`src/irq_pkg.sv`:
```
// Purpose: Shared constants and carrier types for the interrupt source block
// Assumes: One 25 MHz clock, synchronous pin inputs
// Notes:   Filter sample rates are divider enables, not separate clocks
package irq_pkg;

   // ------------------------------------------------------------------
   // Sizes
   // ------------------------------------------------------------------
   localparam int EXT_PINS     = 4;   // Pins 0, 1, 2, 4 in lane order
   localparam int KEY_PINS     = 4;
   localparam int MATCH_UNITS  = 2;
   localparam int ADDR_W       = 20;
   localparam int LEVEL_W      = 3;
   localparam int SRC_N        = 7;   // Ext 0..3, key, match 0, match 1
   localparam int SRC_W        = 3;
   localparam int FILT_AGREE   = 3;
   localparam int CNT_W        = 2;
   localparam int DIV_W        = 5;

   // ------------------------------------------------------------------
   // Source indices and encodings
   // ------------------------------------------------------------------
   localparam int SRC_KEY      = 4;
   localparam int SRC_MATCH0   = 5;
   localparam int SRC_MATCH1   = 6;
   localparam int PIN4_LANE    = 3;

   localparam logic [SRC_W-1:0] NO_SOURCE = 3'h7;

   // Filter sample enable dividers: 0 selects no filter
   localparam logic [1:0] FSEL_NONE = 2'h0;
   localparam logic [1:0] FSEL_DIV1 = 2'h1;
   localparam logic [1:0] FSEL_DIV8 = 2'h2;
   localparam logic [1:0] FSEL_DIV32 = 2'h3;
   localparam logic [DIV_W-1:0] DIV8_MASK  = 5'h07;
   localparam logic [DIV_W-1:0] DIV32_MASK = 5'h1F;
   localparam logic [DIV_W-1:0] DIV_ZERO   = 5'h00;

   // Stacked address offsets for address match
   localparam logic [ADDR_W-1:0] SHORT_OP_OFFSET = 20'h0_0002;
   localparam logic [ADDR_W-1:0] LONG_OP_OFFSET  = 20'h0_0001;
   localparam logic [ADDR_W-1:0] ADDR_ZERO       = 20'h0_0000;
   localparam logic [LEVEL_W-1:0] LEVEL_ZERO     = 3'h0;

   // ------------------------------------------------------------------
   // Carrier types
   // ------------------------------------------------------------------
   typedef struct packed {
      logic       enable;      // Per-pin enable
      logic       bothEdge;    // Both-edge select
      logic       polarity;    // 0 falling, 1 rising
      logic [1:0] filterSel;   // Sampling clock select
   } ext_cfg_type;

   typedef struct packed {
      logic enable;
      logic polarity;          // 0 falling, 1 rising
   } key_cfg_type;

   typedef struct packed {
      logic              enable;
      logic [ADDR_W-1:0] address;
   } match_cfg_type;

   typedef struct packed {
      logic              valid;
      logic [SRC_W-1:0]  source;
      logic [LEVEL_W-1:0] level;
      logic              nonMaskable;
   } grant_type;

endpackage

```
`src/ext_key_addr_match_irq.sv`:
```
// Purpose: Interrupt request sources and priority judgement
// Assumes: Single 25 MHz clock; pins and CPU signals synchronous
// Notes:   Grant is the highest unmasked requesting source; CPU acknowledges it
`timescale 1ns/100ps
`default_nettype none
module ext_key_addr_match_irq (
   input  wire logic                                  ref_clk,
   input  wire logic                                  rst,
   input  wire logic [irq_pkg::EXT_PINS-1:0]          extIrqPin,
   input  wire irq_pkg::ext_cfg_type [irq_pkg::EXT_PINS-1:0] extCfg,
   input  wire logic [irq_pkg::EXT_PINS-1:0]          extFlagClear,
   input  wire logic [irq_pkg::EXT_PINS-1:0][irq_pkg::LEVEL_W-1:0] extLevel,
   input  wire logic [irq_pkg::KEY_PINS-1:0]          keyPin,
   input  wire irq_pkg::key_cfg_type [irq_pkg::KEY_PINS-1:0] keyCfg,
   input  wire logic                                  keyFlagClear,
   input  wire logic [irq_pkg::LEVEL_W-1:0]           keyLevel,
   input  wire irq_pkg::match_cfg_type [irq_pkg::MATCH_UNITS-1:0] matchCfg,
   input  wire logic [irq_pkg::ADDR_W-1:0]            fetchAddress,
   input  wire logic                                  fetchValid,
   input  wire logic                                  fetchShortForm,
   input  wire logic                                  globalEnable,
   input  wire logic [irq_pkg::LEVEL_W-1:0]           processorPriorityLevel,
   input  wire logic                                  cpuAck,
   input  wire logic                                  sleeping,
   output logic [irq_pkg::SRC_N-1:0]                  requestFlag,
   output irq_pkg::grant_type                         grant,
   output logic [irq_pkg::ADDR_W-1:0]                 stackedAddress,
   output logic                                       wakeUp
);

   // ------------------------------------------------------------------
   // Sampling clock divider
   // ------------------------------------------------------------------
   logic [irq_pkg::DIV_W-1:0] divCount;
   logic [irq_pkg::DIV_W-1:0] next_divCount;
   logic                      tick8;
   logic                      tick32;

   always_comb begin
      next_divCount = divCount + 1'b1;
   end

   assign tick8  = (divCount & irq_pkg::DIV8_MASK) == irq_pkg::DIV_ZERO;
   assign tick32 = (divCount & irq_pkg::DIV32_MASK) == irq_pkg::DIV_ZERO;

   always_ff @(posedge ref_clk or posedge rst) begin
      if (rst) begin
         divCount <= irq_pkg::DIV_ZERO;
      end else begin
         divCount <= next_divCount;
      end
   end

   // Sample enable for a two-bit select; decoded per pin
   function automatic logic sample_enable(input logic [1:0] sel,
                                          input logic t8,
                                          input logic t32);
      case (sel)
         irq_pkg::FSEL_DIV1:  sample_enable = 1'b1;
         irq_pkg::FSEL_DIV8:  sample_enable = t8;
         irq_pkg::FSEL_DIV32: sample_enable = t32;
         default:             sample_enable = 1'b0;
      endcase
   endfunction

   // ------------------------------------------------------------------
   // External pin filters
   // ------------------------------------------------------------------
   logic [irq_pkg::EXT_PINS-1:0] extEdge;
   logic [irq_pkg::EXT_PINS-1:0] extBypass;
   logic [irq_pkg::EXT_PINS-1:0] extSample;
   logic                         pin4BothLast;
   logic                         pin4Spurious;

   genvar p;
   generate
      for (p = 0; p < irq_pkg::EXT_PINS; p++) begin : g_ext
         assign extBypass[p] = (extCfg[p].filterSel == irq_pkg::FSEL_NONE);
         assign extSample[p] = sample_enable(extCfg[p].filterSel,
                                             tick8, tick32);
         ext_pin_filter u_filter (
            .ref_clk  (ref_clk),
            .rst      (rst),
            .pinLevel (extIrqPin[p]),
            .sampleEn (extSample[p]),
            .bypass   (extBypass[p]),
            .cfg      (extCfg[p]),
            .edgeSeen (extEdge[p])
         );
      end
   endgenerate

   // Changing the both-edge select is treated as an edge for pin 4
   assign pin4Spurious =
      extCfg[irq_pkg::PIN4_LANE].bothEdge != pin4BothLast;

   // ------------------------------------------------------------------
   // Key input unit
   // ------------------------------------------------------------------
   logic keyEvent;

   key_input_unit u_key (
      .ref_clk  (ref_clk),
      .rst      (rst),
      .keyPin   (keyPin),
      .cfg      (keyCfg),
      .keyEvent (keyEvent)
   );

   // ------------------------------------------------------------------
   // Address compare
   // ------------------------------------------------------------------
   logic [irq_pkg::MATCH_UNITS-1:0] matchHit;

   genvar m;
   generate
      for (m = 0; m < irq_pkg::MATCH_UNITS; m++) begin : g_match
         assign matchHit[m] = fetchValid && matchCfg[m].enable &&
                              fetchAddress == matchCfg[m].address;
      end
   endgenerate

   // ------------------------------------------------------------------
   // Request flags, judgement and stacked address
   // ------------------------------------------------------------------
   logic [irq_pkg::SRC_N-1:0] setReq;
   logic [irq_pkg::SRC_N-1:0] clearReq;
   logic [irq_pkg::SRC_N-1:0] next_requestFlag;
   irq_pkg::grant_type        next_grant;
   logic [irq_pkg::ADDR_W-1:0] next_stackedAddress;
   logic [irq_pkg::ADDR_W-1:0] matchAddrLatch0;
   logic [irq_pkg::ADDR_W-1:0] matchAddrLatch1;
   logic [1:0]                shortForm;
   logic [1:0]                next_shortForm;
   logic [irq_pkg::ADDR_W-1:0] next_matchAddrLatch0;
   logic [irq_pkg::ADDR_W-1:0] next_matchAddrLatch1;
   logic                      next_wakeUp;

   function automatic logic [irq_pkg::LEVEL_W-1:0] src_level(
      input int s,
      input logic [irq_pkg::EXT_PINS-1:0][irq_pkg::LEVEL_W-1:0] el,
      input logic [irq_pkg::LEVEL_W-1:0] kl);
      if (s < irq_pkg::EXT_PINS) begin
         src_level = el[s];
      end else begin
         src_level = kl;
      end
   endfunction

   always_comb begin
      int s;
      irq_pkg::grant_type best;
      s    = 0;
      best = '0;
      best.source = irq_pkg::NO_SOURCE;
      setReq   = {matchHit, keyEvent, extEdge};
      setReq[irq_pkg::PIN4_LANE] = extEdge[irq_pkg::PIN4_LANE] |
                                   pin4Spurious;
      clearReq = {2'b00, keyFlagClear, extFlagClear};
      // Acknowledge clears only the granted source
      if (cpuAck && grant.valid) begin
         clearReq[grant.source] = 1'b1;
      end
      next_requestFlag = (requestFlag & ~clearReq) | setReq;
      // Non-maskable address match has top priority, unit 0 first
      if (requestFlag[irq_pkg::SRC_MATCH0]) begin
         best.valid       = 1'b1;
         best.source      = irq_pkg::SRC_W'(irq_pkg::SRC_MATCH0);
         best.nonMaskable = 1'b1;
      end else if (requestFlag[irq_pkg::SRC_MATCH1]) begin
         best.valid       = 1'b1;
         best.source      = irq_pkg::SRC_W'(irq_pkg::SRC_MATCH1);
         best.nonMaskable = 1'b1;
      end else if (globalEnable) begin
         // Lower index wins a tie, so scan downward with >=
         for (s = irq_pkg::SRC_KEY; s >= 0; s--) begin
            if (requestFlag[s] &&
                src_level(s, extLevel, keyLevel) > processorPriorityLevel &&
                (!best.valid ||
                 src_level(s, extLevel, keyLevel) >= best.level)) begin
               best.valid  = 1'b1;
               best.source = irq_pkg::SRC_W'(s);
               best.level  = src_level(s, extLevel, keyLevel);
            end
         end
      end
      // Ack in flight: withdraw grant so it is not taken twice
      if (cpuAck) begin
         best = '0;
         best.source = irq_pkg::NO_SOURCE;
      end
      next_grant = best;
      next_shortForm       = shortForm;
      next_matchAddrLatch0 = matchAddrLatch0;
      next_matchAddrLatch1 = matchAddrLatch1;
      if (matchHit[0]) begin
         next_matchAddrLatch0 = matchCfg[0].address;
         next_shortForm[0]    = fetchShortForm;
      end
      if (matchHit[1]) begin
         next_matchAddrLatch1 = matchCfg[1].address;
         next_shortForm[1]    = fetchShortForm;
      end
      next_stackedAddress = stackedAddress;
      if (best.valid && best.source == irq_pkg::SRC_W'(irq_pkg::SRC_MATCH0)) begin
         next_stackedAddress = matchAddrLatch0 + (shortForm[0] ?
            irq_pkg::SHORT_OP_OFFSET : irq_pkg::LONG_OP_OFFSET);
      end else if (best.valid &&
                   best.source == irq_pkg::SRC_W'(irq_pkg::SRC_MATCH1)) begin
         next_stackedAddress = matchAddrLatch1 + (shortForm[1] ?
            irq_pkg::SHORT_OP_OFFSET : irq_pkg::LONG_OP_OFFSET);
      end
      next_wakeUp = sleeping && next_requestFlag[irq_pkg::SRC_KEY];
   end

   always_ff @(posedge ref_clk or posedge rst) begin
      if (rst) begin
         requestFlag     <= '0;
         grant           <= '{valid: 1'b0, source: irq_pkg::NO_SOURCE,
                              level: irq_pkg::LEVEL_ZERO, nonMaskable: 1'b0};
         stackedAddress  <= irq_pkg::ADDR_ZERO;
         matchAddrLatch0 <= irq_pkg::ADDR_ZERO;
         matchAddrLatch1 <= irq_pkg::ADDR_ZERO;
         shortForm       <= 2'b00;
         pin4BothLast    <= 1'b0;
         wakeUp          <= 1'b0;
      end else begin
         requestFlag     <= next_requestFlag;
         grant           <= next_grant;
         stackedAddress  <= next_stackedAddress;
         matchAddrLatch0 <= next_matchAddrLatch0;
         matchAddrLatch1 <= next_matchAddrLatch1;
         shortForm       <= next_shortForm;
         pin4BothLast    <= extCfg[irq_pkg::PIN4_LANE].bothEdge;
         wakeUp          <= next_wakeUp;
      end
   end

endmodule
`default_nettype wire

```
`src/ext_pin_filter.sv`:
```
// Purpose: Digital filter and edge detector for one external pin
// Assumes: sampleEn is held high, or a one-cycle pulse from a shared divider
// Notes:   Reports an edge pulse; the flag lives in the top module
`timescale 1ns/100ps
`default_nettype none
module ext_pin_filter (
   input  wire logic               ref_clk,
   input  wire logic               rst,
   input  wire logic               pinLevel,
   input  wire logic               sampleEn,
   input  wire logic               bypass,
   input  wire irq_pkg::ext_cfg_type cfg,
   output logic                    edgeSeen
);

   logic                        lastSample;
   logic                        next_lastSample;
   logic [irq_pkg::CNT_W-1:0]   agree;
   logic [irq_pkg::CNT_W-1:0]   next_agree;
   logic                        filtered;
   logic                        next_filtered;
   logic                        next_edgeSeen;

   // ------------------------------------------------------------------
   // Sampling, agreement count and edge decision
   // ------------------------------------------------------------------
   always_comb begin
      next_lastSample = lastSample;
      next_agree      = agree;
      next_filtered   = filtered;
      next_edgeSeen   = 1'b0;
      if (bypass) begin
         next_filtered   = pinLevel;
         next_lastSample = pinLevel;
         next_agree      = '0;
      end else if (sampleEn) begin
         next_lastSample = pinLevel;
         if (pinLevel != lastSample) begin
            next_agree = '0;
         end else if (agree < irq_pkg::CNT_W'(irq_pkg::FILT_AGREE - 1)) begin
            next_agree = agree + 1'b1;
         end
         // Third matching sample commits the level
         if (pinLevel == lastSample &&
             agree == irq_pkg::CNT_W'(irq_pkg::FILT_AGREE - 2)) begin
            next_filtered = pinLevel;
         end
      end
      // Edge on the filtered level, polarity or both edges
      if (next_filtered != filtered && cfg.enable) begin
         if (cfg.bothEdge) begin
            next_edgeSeen = 1'b1;
         end else begin
            next_edgeSeen = (next_filtered == cfg.polarity);
         end
      end
   end

   always_ff @(posedge ref_clk or posedge rst) begin
      if (rst) begin
         lastSample <= 1'b1;
         agree      <= '0;
         filtered   <= 1'b1;
         edgeSeen   <= 1'b0;
      end else begin
         lastSample <= next_lastSample;
         agree      <= next_agree;
         filtered   <= next_filtered;
         edgeSeen   <= next_edgeSeen;
      end
   end

endmodule
`default_nettype wire

```
`src/key_input_unit.sv`:
```
// Purpose: Four key pins sharing one interrupt request
// Assumes: Key pins are synchronous to ref_clk
// Notes:   Combinational wake output is avoided; wake is registered
`timescale 1ns/100ps
`default_nettype none
module key_input_unit (
   input  wire logic                          ref_clk,
   input  wire logic                          rst,
   input  wire logic [irq_pkg::KEY_PINS-1:0]  keyPin,
   input  wire irq_pkg::key_cfg_type [irq_pkg::KEY_PINS-1:0] cfg,
   output logic                               keyEvent
);

   logic [irq_pkg::KEY_PINS-1:0] active;
   logic [irq_pkg::KEY_PINS-1:0] prevActive;
   logic                         next_keyEvent;

   // ------------------------------------------------------------------
   // Active level per pin
   // ------------------------------------------------------------------
   genvar k;
   generate
      for (k = 0; k < irq_pkg::KEY_PINS; k++) begin : g_key
         // Active means enabled and at the selected level
         assign active[k] = cfg[k].enable &&
                            (keyPin[k] == cfg[k].polarity);
      end
   endgenerate

   // A pin already held active blocks the shared request (wired gate)
   always_comb begin
      next_keyEvent = 1'b0;
      if ((active & ~prevActive) != '0 && prevActive == '0) begin
         next_keyEvent = 1'b1;
      end
   end

   always_ff @(posedge ref_clk or posedge rst) begin
      if (rst) begin
         prevActive <= '0;
         keyEvent   <= 1'b0;
      end else begin
         prevActive <= active;
         keyEvent   <= next_keyEvent;
      end
   end

endmodule
`default_nettype wire

```
`config.mk`:
```
export PLATFORM = sky130hd
export DESIGN_NAME = ext_key_addr_match_irq
export DESIGN_NICKNAME = d
export VERILOG_FILES = /design/src/irq_pkg.sv /design/src/ext_key_addr_match_irq.sv /design/src/ext_pin_filter.sv /design/src/key_input_unit.sv
export SDC_FILE = /design/constraint.sdc
export NUM_CORES = 1
export LEC_CHECK = 0
export ABC_CLOCK_PERIOD_IN_PS = 7800
export BUFFER_PORTS_ARGS = -buffer_cell sky130_fd_sc_hd__buf_4
export CAP_MARGIN = 15
export CORE_MARGIN = 2
export CORE_UTILIZATION = 54
export DETAILED_ROUTE_END_ITERATION = 7
export PLACE_DENSITY = 0.81
export RECOVER_POWER = 50
export SYNTH_ARGS = -nofsm -noshare
export SYNTH_HDL_FRONTEND = slang
export SYNTH_SLANG_ARGS = --single-unit
export TNS_END_PERCENT = 5
```
`constraint.sdc`:
```
create_clock -name ref_clk -period 7.8 [get_ports ref_clk]
set_input_delay 1.56 -clock ref_clk [delete_from_list [all_inputs] [get_ports ref_clk]]
set_output_delay 1.56 -clock ref_clk [all_outputs]
set_load 0.1 [all_outputs]
```
==> run_results.csv, run 1 <==
group,metric,value,unit
run_status,status,"finished with violations",
run_status,violations,"capacitance limit, slew limit",
power,leakage,4.122,nW
cells_and_area,regArea,2741,µm²
critical_path,cp-startpoint,"keyLevel[0]",
yosys,synth-edff-count,0,
cells_and_area,multi_input_area,3869,µm²
critical_path,crit_fanout,6,
critical_path,path_buf_inv,6,
yosys,synth_top_area_cell,"dfrtp_1",
grt,grt_overflow,0,
drt,vias_per_cell,5.789,
drt,antenna_left,0,
critical_path,start_kind,"input pin",
sta,finalMaxSlewViolations,112,
floorplanning,dieArea,13110,µm²
place,port_buffers,163,
power,powerDensity,244.9,nW/µm²
sta,tightestPinTransition,3.263,ns
cells_and_area,layout_commonest_cell,"buf_4",
cts,clk_pin_slew_worst_paths,0.07,ns
sta,min_period,7.686,ns
place,gp_congestion,1.002,
yosys,synth_area,6594,µm²
grt,grt_pass1_vias,5825,
place,dp_hpwl,14940,µm
cells_and_area,diodes,0,
yosys,ys_seq_area_frac,0.4157,
floorplanning,io_pins,164,
cells_and_area,final_cell_mix,"157 x buf_4, 98 x dfrtp_1, 52 x xnor2_1",
sta,slew_headroom,-1.176,
yosys,synth-async-reset-ratio,1.000,
floorplanning,initial_core_util,0.5513,
sta,worst_clock_skew,0.01143,ns
grt,grt_max_degree,64,
drt,dr.pass1.iters,5,
sta,fin_crit_sh,0.9853,
cells_and_area,fill_cells,894,
hold_path,hold_path_class,"reg2reg",
critical_path,ff2ff_setup_slack,1.33,ns
floorplanning,core-area,11960,µm²
critical_path,cp.required,8.03,ns
cells_and_area,stdcell_area,8718,µm²
yosys,synthCells,665,
floorplanning,die_h,114.5,µm
hold_path,hold_end,"requestFlag[3]",
drt,routed_wl,19290,µm
sta,fin_tns_setup,0,ns
grt,grt_antenna_before_repair,0,
sta,fmax,0.1301,GHz
yosys,syn_area_per_cell,9.916,µm²
cts,clk_path_buf_depth,2,
critical_path,cp-end-kind,"register",
critical_path,timing.rr.end,"stackedAddress[9]",
critical_path,slowest_stage,"o31a_1",
drt,drc,0,
cts,cts_made_buffers,9,
grt,grt_pass1_wl,29920,µm
cts,htreeDepth,3,
yosys,synth_top_cell_area_share,0.3719,
place,placed_area,8169,µm²
yosys,ys_top_cells_by_area,"dfrtp_1 37%, mux2_2 8.5%, ha_1 7.0%, xnor2_1 6.9%, xor2_1 4.5%",
yosys,yosys.cell_types.count,56,
critical_path,worstRegToRegCells,34,
critical_path,crit_family,"compound AO/OA/AOI/OAI gates",
drt,vias,5899,
yosys,syn_nets,832,
cts,cts.sinks,109,
critical_path,r2r_start,"requestFlag[4]",
floorplanning,rows,40,
hold_path,hp-start,"g_ext[3].u_filter.edgeSeen",
sta,hold_viol_final,0,
grt,track_usage,0.2968,
power,vdd_ir_drop_max,0.1679,mV
yosys,synth_top_flop_cell,"dfrtp_1",
drt,wl_per_cell,18.93,µm
cells_and_area,fin_nets,1034,
job,drv_cap,2,
yosys,synth_seq_cells,109,
cts,cts_tree,"yes",
cells_and_area,drive_gt1_frac,0.3349,
place,dp_slack,-0.4908,ns
critical_path,critical_path_arrival,7.92,ns
cts,cts_root_buf,"clkbuf_16",
cells_and_area,area_growth,32.22,%
floorplanning,fp.dieW,114.5,µm
critical_path,crit_type,"in2reg",
yosys,yosys_warnings,0,
sta,setup_viol,0,
cts,clock_latency,0.36,ns
drt,drt_iter0_drc,426,
sta,final.setup.worst_slack,0.1143,ns
critical_path,slowest_delay,0.37,ns
hold_path,whs_path_depth,1,
routing by layer:
| layer | routed length, µm | share of wire | global-route usage | vias up |
|---|---|---|---|---|
| li1 | - | - | - | 2759 |
| met3 | 1185 | 0.061 | 0.04711 | 34 |
| met4 | 382 | 0.020 | 0.09024 | 0 |
| met2 | 9289 | 0.48 | 0.4844 | 234 |
| met5 | 0 | 0 | 0 | - |
| met1 | 8437 | 0.44 | 0.4091 | 2872 |
worst register-to-register path, delay by kind of cell, from the launching register on:
kind	cells	cell delay [ns]
DFF	1	0.38
AOI/OAI and AO/OA	17	2.56
adders and majority gates	4	0.96
muxes	1	0.32
buffers and inverters	4	0.51
and+or+nand+nor	8	1.63
layout make-up:
type | instances | share of cell area
multi-input combinational | 497 | 0.4437
sequential | 109 | 0.3144
timing repair buffer | 201 | 0.1593
clock buffer | 9 | 0.02583
inverter | 49 | 0.02181
tap | 147 | 0.02110
clock inverter | 7 | 0.01378
state kept, by name (all words and copies together) (netlist names), 2 cells and up:
name                       flops
matchAddrLatch1               20
g_ext.u_filter.agree           8
stackedAddress                20
u_key.prevActive               4
divCount                       5
g_ext.u_filter.edgeSeen        4
g_ext.u_filter.filtered        4
requestFlag                    7
grant                          8
shortForm                      2
matchAddrLatch0               20
g_ext.u_filter.lastSample      4
Yosys cell counts (all sizes together) (4+ instances only):
cell / n
o22ai: 11
xnor2: 52
nand3: 29
nor3: 10
buf: 6
a21boi: 4
o21ai: 36
o211ai: 4
and3: 7
nor4: 9
o21a: 5
nand4: 15
mux2: 50
a31oi: 8
a32o: 4
dfrtp: 98
nor2b: 9
nand2: 49
ha: 37
clkbuf: 4
a21oi: 23
inv: 49
dfstp: 11
xor2: 34
a21o: 8
nand2b: 7
or2: 4
and2: 5
nor2: 44
power by group:
part	internal (mW)	switching [mW]	total [mW]
Clock	0.316	0.213	0.529
Combinational	0.240	0.648	0.888
Sequential	0.654	0.0645	0.718
Total	1.21	0.925	2.14
stage by stage:
stage	hold slack, ns	utilization	power (mW)	cells
floorplan	0.4170	-	1.335	665
CTS	0.4533	0.7182	2.139	1013
global placement	0.4232	0.6830	1.574	990
finish	0.4576	0.7289	2.135	1019
global route	0.4706	0.7289	2.226	1019
detailed placement	0.4332	0.6830	1.602	990
what timing repair did:
action,in CTS,in global routing
setup endpoints to repair,12,26
hold buffers,0,0
setup buffers,6,6
gates cloned,1,0
pin swaps,8,19
resized for setup,10,42
logic make-up after synthesis:
family / count (synthesis) / synth area share
compound gates: 127 / 0.1254
xor+xnor: 86 / 0.1142
fa+ha+maj: 39 / 0.07628
buf+inv: 59 / 0.03510
flops: 109 / 0.4157
mux: 50 / 0.08539
simple gates: 195 / 0.1478
how the worst max path moves through the flow:
stage / endpoint / depth (start not counted)
floorplan: stackedAddress[8] / 36
global placement: stackedAddress[17] / 37
detailed placement: stackedAddress[16] / 37
CTS: stackedAddress[9] / 37
global route: stackedAddress[9] / 37
finish: stackedAddress[9] / 37
Power figures use the tool's default switching activity.
==> run 2, diff against run 1 <==
--- a/config.mk
+++ b/config.mk
@@ -11,7 +11,7 @@
 export CORE_MARGIN = 2
 export CORE_UTILIZATION = 54
 export DETAILED_ROUTE_END_ITERATION = 7
-export PLACE_DENSITY = 0.81
+export PLACE_DENSITY = 0.79
 export RECOVER_POWER = 50
 export SYNTH_ARGS = -nofsm -noshare
 export SYNTH_HDL_FRONTEND = slang
==> run_results.csv, run 2 (synthesis gave the netlist of run 1 again) <==
group,metric,value,unit
run_status,status,"finished with violations",
run_status,violations,"capacitance limit, slew limit",
cells_and_area,stdcell_area,8512,µm²
cells_and_area,final_cells,1013,
floorplanning,core-area,11960,µm²
floorplanning,rows,40,
job,drv_cap,2,
sta,worst_clock_skew,0.007994,ns
cts,cts_tree,"yes",
power,power.share.sequential,0.354,
sta,hold_viol_final,0,
grt,grt_antenna_before_repair,0,
critical_path,slowest_delay,0.36,ns
cts,cts_root_buf,"clkbuf_16",
cts,clk_path_buf_depth,2,
grt,grt_pass1_wl,29420,µm
power,power_frac_clock,0.224,
cells_and_area,fill_cells,937,
cells_and_area,final_cell_mix,"150 x buf_4, 98 x dfrtp_1, 52 x xnor2_1",
cts,clock_latency,0.36,ns
place,placedCellCount,992,
sta,slew_headroom,-1.626,
sta,fin_tns_setup,0,ns
critical_path,slowest_stage,"o31a_1",
critical_path,crit_fanout,6,
cts,cts.sinks,109,
floorplanning,die_h,114.5,µm
cells_and_area,diodes,0,
floorplanning,dieArea,13110,µm²
place,gp_congestion,0.9000,
power,p_sw_frac,0.4477,
cells_and_area,top_regs,"matchAddrLatch0 (20), matchAddrLatch1 (20), stackedAddress (20)",
sta,finalMaxSlewViolations,112,
grt,grt_max_degree,76,
critical_path,crit_type,"in2reg",
grt,track_usage,0.2900,
floorplanning,fp.dieW,114.5,µm
power,vdd_ir_drop_max,0.2381,mV
drt,drc,0,
sta,holdWs,0.4435,ns
cells_and_area,fin_nets,1028,
power,leakage,4.039,nW
cells_and_area,layout_commonest_cell,"buf_4",
sta,setup_viol,0,
power,powerDensity,237.8,nW/µm²
sta,fin_crit_sh,0.9706,
place,placed_area,8184,µm²
cells_and_area,area_growth,29.09,%
drt,wl_per_cell,18.41,µm
drt,antenna_left,0,
cells_and_area,drive_gt1_frac,0.3118,
cts,cts_made_buffers,9,
cells_and_area,multi_input_area,3772,µm²
power,p_switching,906.0,µW
sta,fmax,0.1321,GHz
grt,grt_overflow,0,
critical_path,cpMostUsedCell,"ha_1",
place,dp_slack,-0.3728,ns
drt,dr.pass1.iters,5,
critical_path,start_kind,"input pin",
cts,clk_pin_slew_worst_paths,0.07,ns
cells_and_area,regArea,2741,µm²
sta,final.setup.worst_slack,0.2292,ns
drt,drt_iter0_drc,405,
cts,hold_buffers,0,
sta,min_period,7.571,ns
sta,tightestPinTransition,3.940,ns
place,port_buffers,163,
critical_path,cp-end-kind,"register",
cells_and_area,fin_util,0.7116,
power,intPower,1.118,mW
place,dp_hpwl,14860,µm
critical_path,critical_path_arrival,7.81,ns
grt,grt_pass1_vias,5689,
cts,htreeDepth,3,
power,p_total,2.024,mW
floorplanning,initial_core_util,0.5513,
drt,vias,5760,
floorplanning,io_pins,164,
critical_path,cp.required,8.04,ns
drt,vias_per_cell,5.686,
hold_path,hold_path_class,"reg2reg",
drt,routed_wl,18650,µm
power,pwr-share-comb,0.421,
run 2: cell count changes in the layout (fill, tap and decap cells not counted), moves of 3 or more:
cell / change
ha_1: +3
mux2_4: -3
bufinv_16: -3
buf_4: -7
ha_4: -3
a21oi_1: +6
a21oi_2: -5
mux2_2: +4
run 2: power groups by stage:
stage | Combinational (mW) | Clock, mW | Sequential, mW
3_3_place_gp | 0.856 | 0 | 0.721
3_5_place_dp | 0.872 | 0 | 0.727
6_report | 0.853 | 0.454 | 0.717
2_1_floorplan | 0.242 | 0 | 1.09
4_1_cts | 0.875 | 0.460 | 0.716
5_1_grt | 0.905 | 0.478 | 0.724
run 2: worst max-delay path, delay by kind of cell:
kind | cells | cell delay, ns
AO/OA/AOI/OAI | 16 | 2.63
AND/OR/NAND/NOR | 11 | 1.66
adder cells (fa/ha/maj) | 5 | 1.27
multiplexers | 1 | 0.35
buffers and inverters | 3 | 0.33
run 2: area by class of cell:
class	count	share of cell area
Inverter	49	0.02176
Timing Repair Buffer	195	0.1570
Sequential cell	109	0.3221
Clock inverter	4	0.004263
Tap cell	147	0.02161
Multi-Input combinational cell	497	0.4432
Clock buffer	12	0.03013
run 2: worst paths after layout:
check / start / end / slack, ns / cells after the start
setup / recovery: processorPriorityLevel[0] / stackedAddress[4] / 0.23 / 36
hold / removal: g_ext[1].u_filter.edgeSeen / requestFlag[1] / 0.44 / 1
setup reg to reg: requestFlag[4] / stackedAddress[4] / 1.47 / 34
hold reg to reg: g_ext[1].u_filter.edgeSeen / requestFlag[1] / 0.44 / 1
max in group asynchronous: rst / grant[3] / 1.92 / 3
min in group asynchronous: rst / g_ext[3].u_filter.edgeSeen / 1.56 / 2
run 2: routing by layer:
| layer | global-route usage | routed length [µm] |
|---|---|---|
| met3 | 0.04764 | 1223 |
| met2 | 0.4469 | 8812 |
| met5 | 0 | 0 |
| met1 | 0.4130 | 8179 |
| met4 | 0.1065 | 432 |
run 2: timing repair:
item,CTS,global route
gates resized for setup,1,29
setup endpoints to repair,5,23
setup buffers,0,4
pin swaps,0,16
gates cloned,0,1
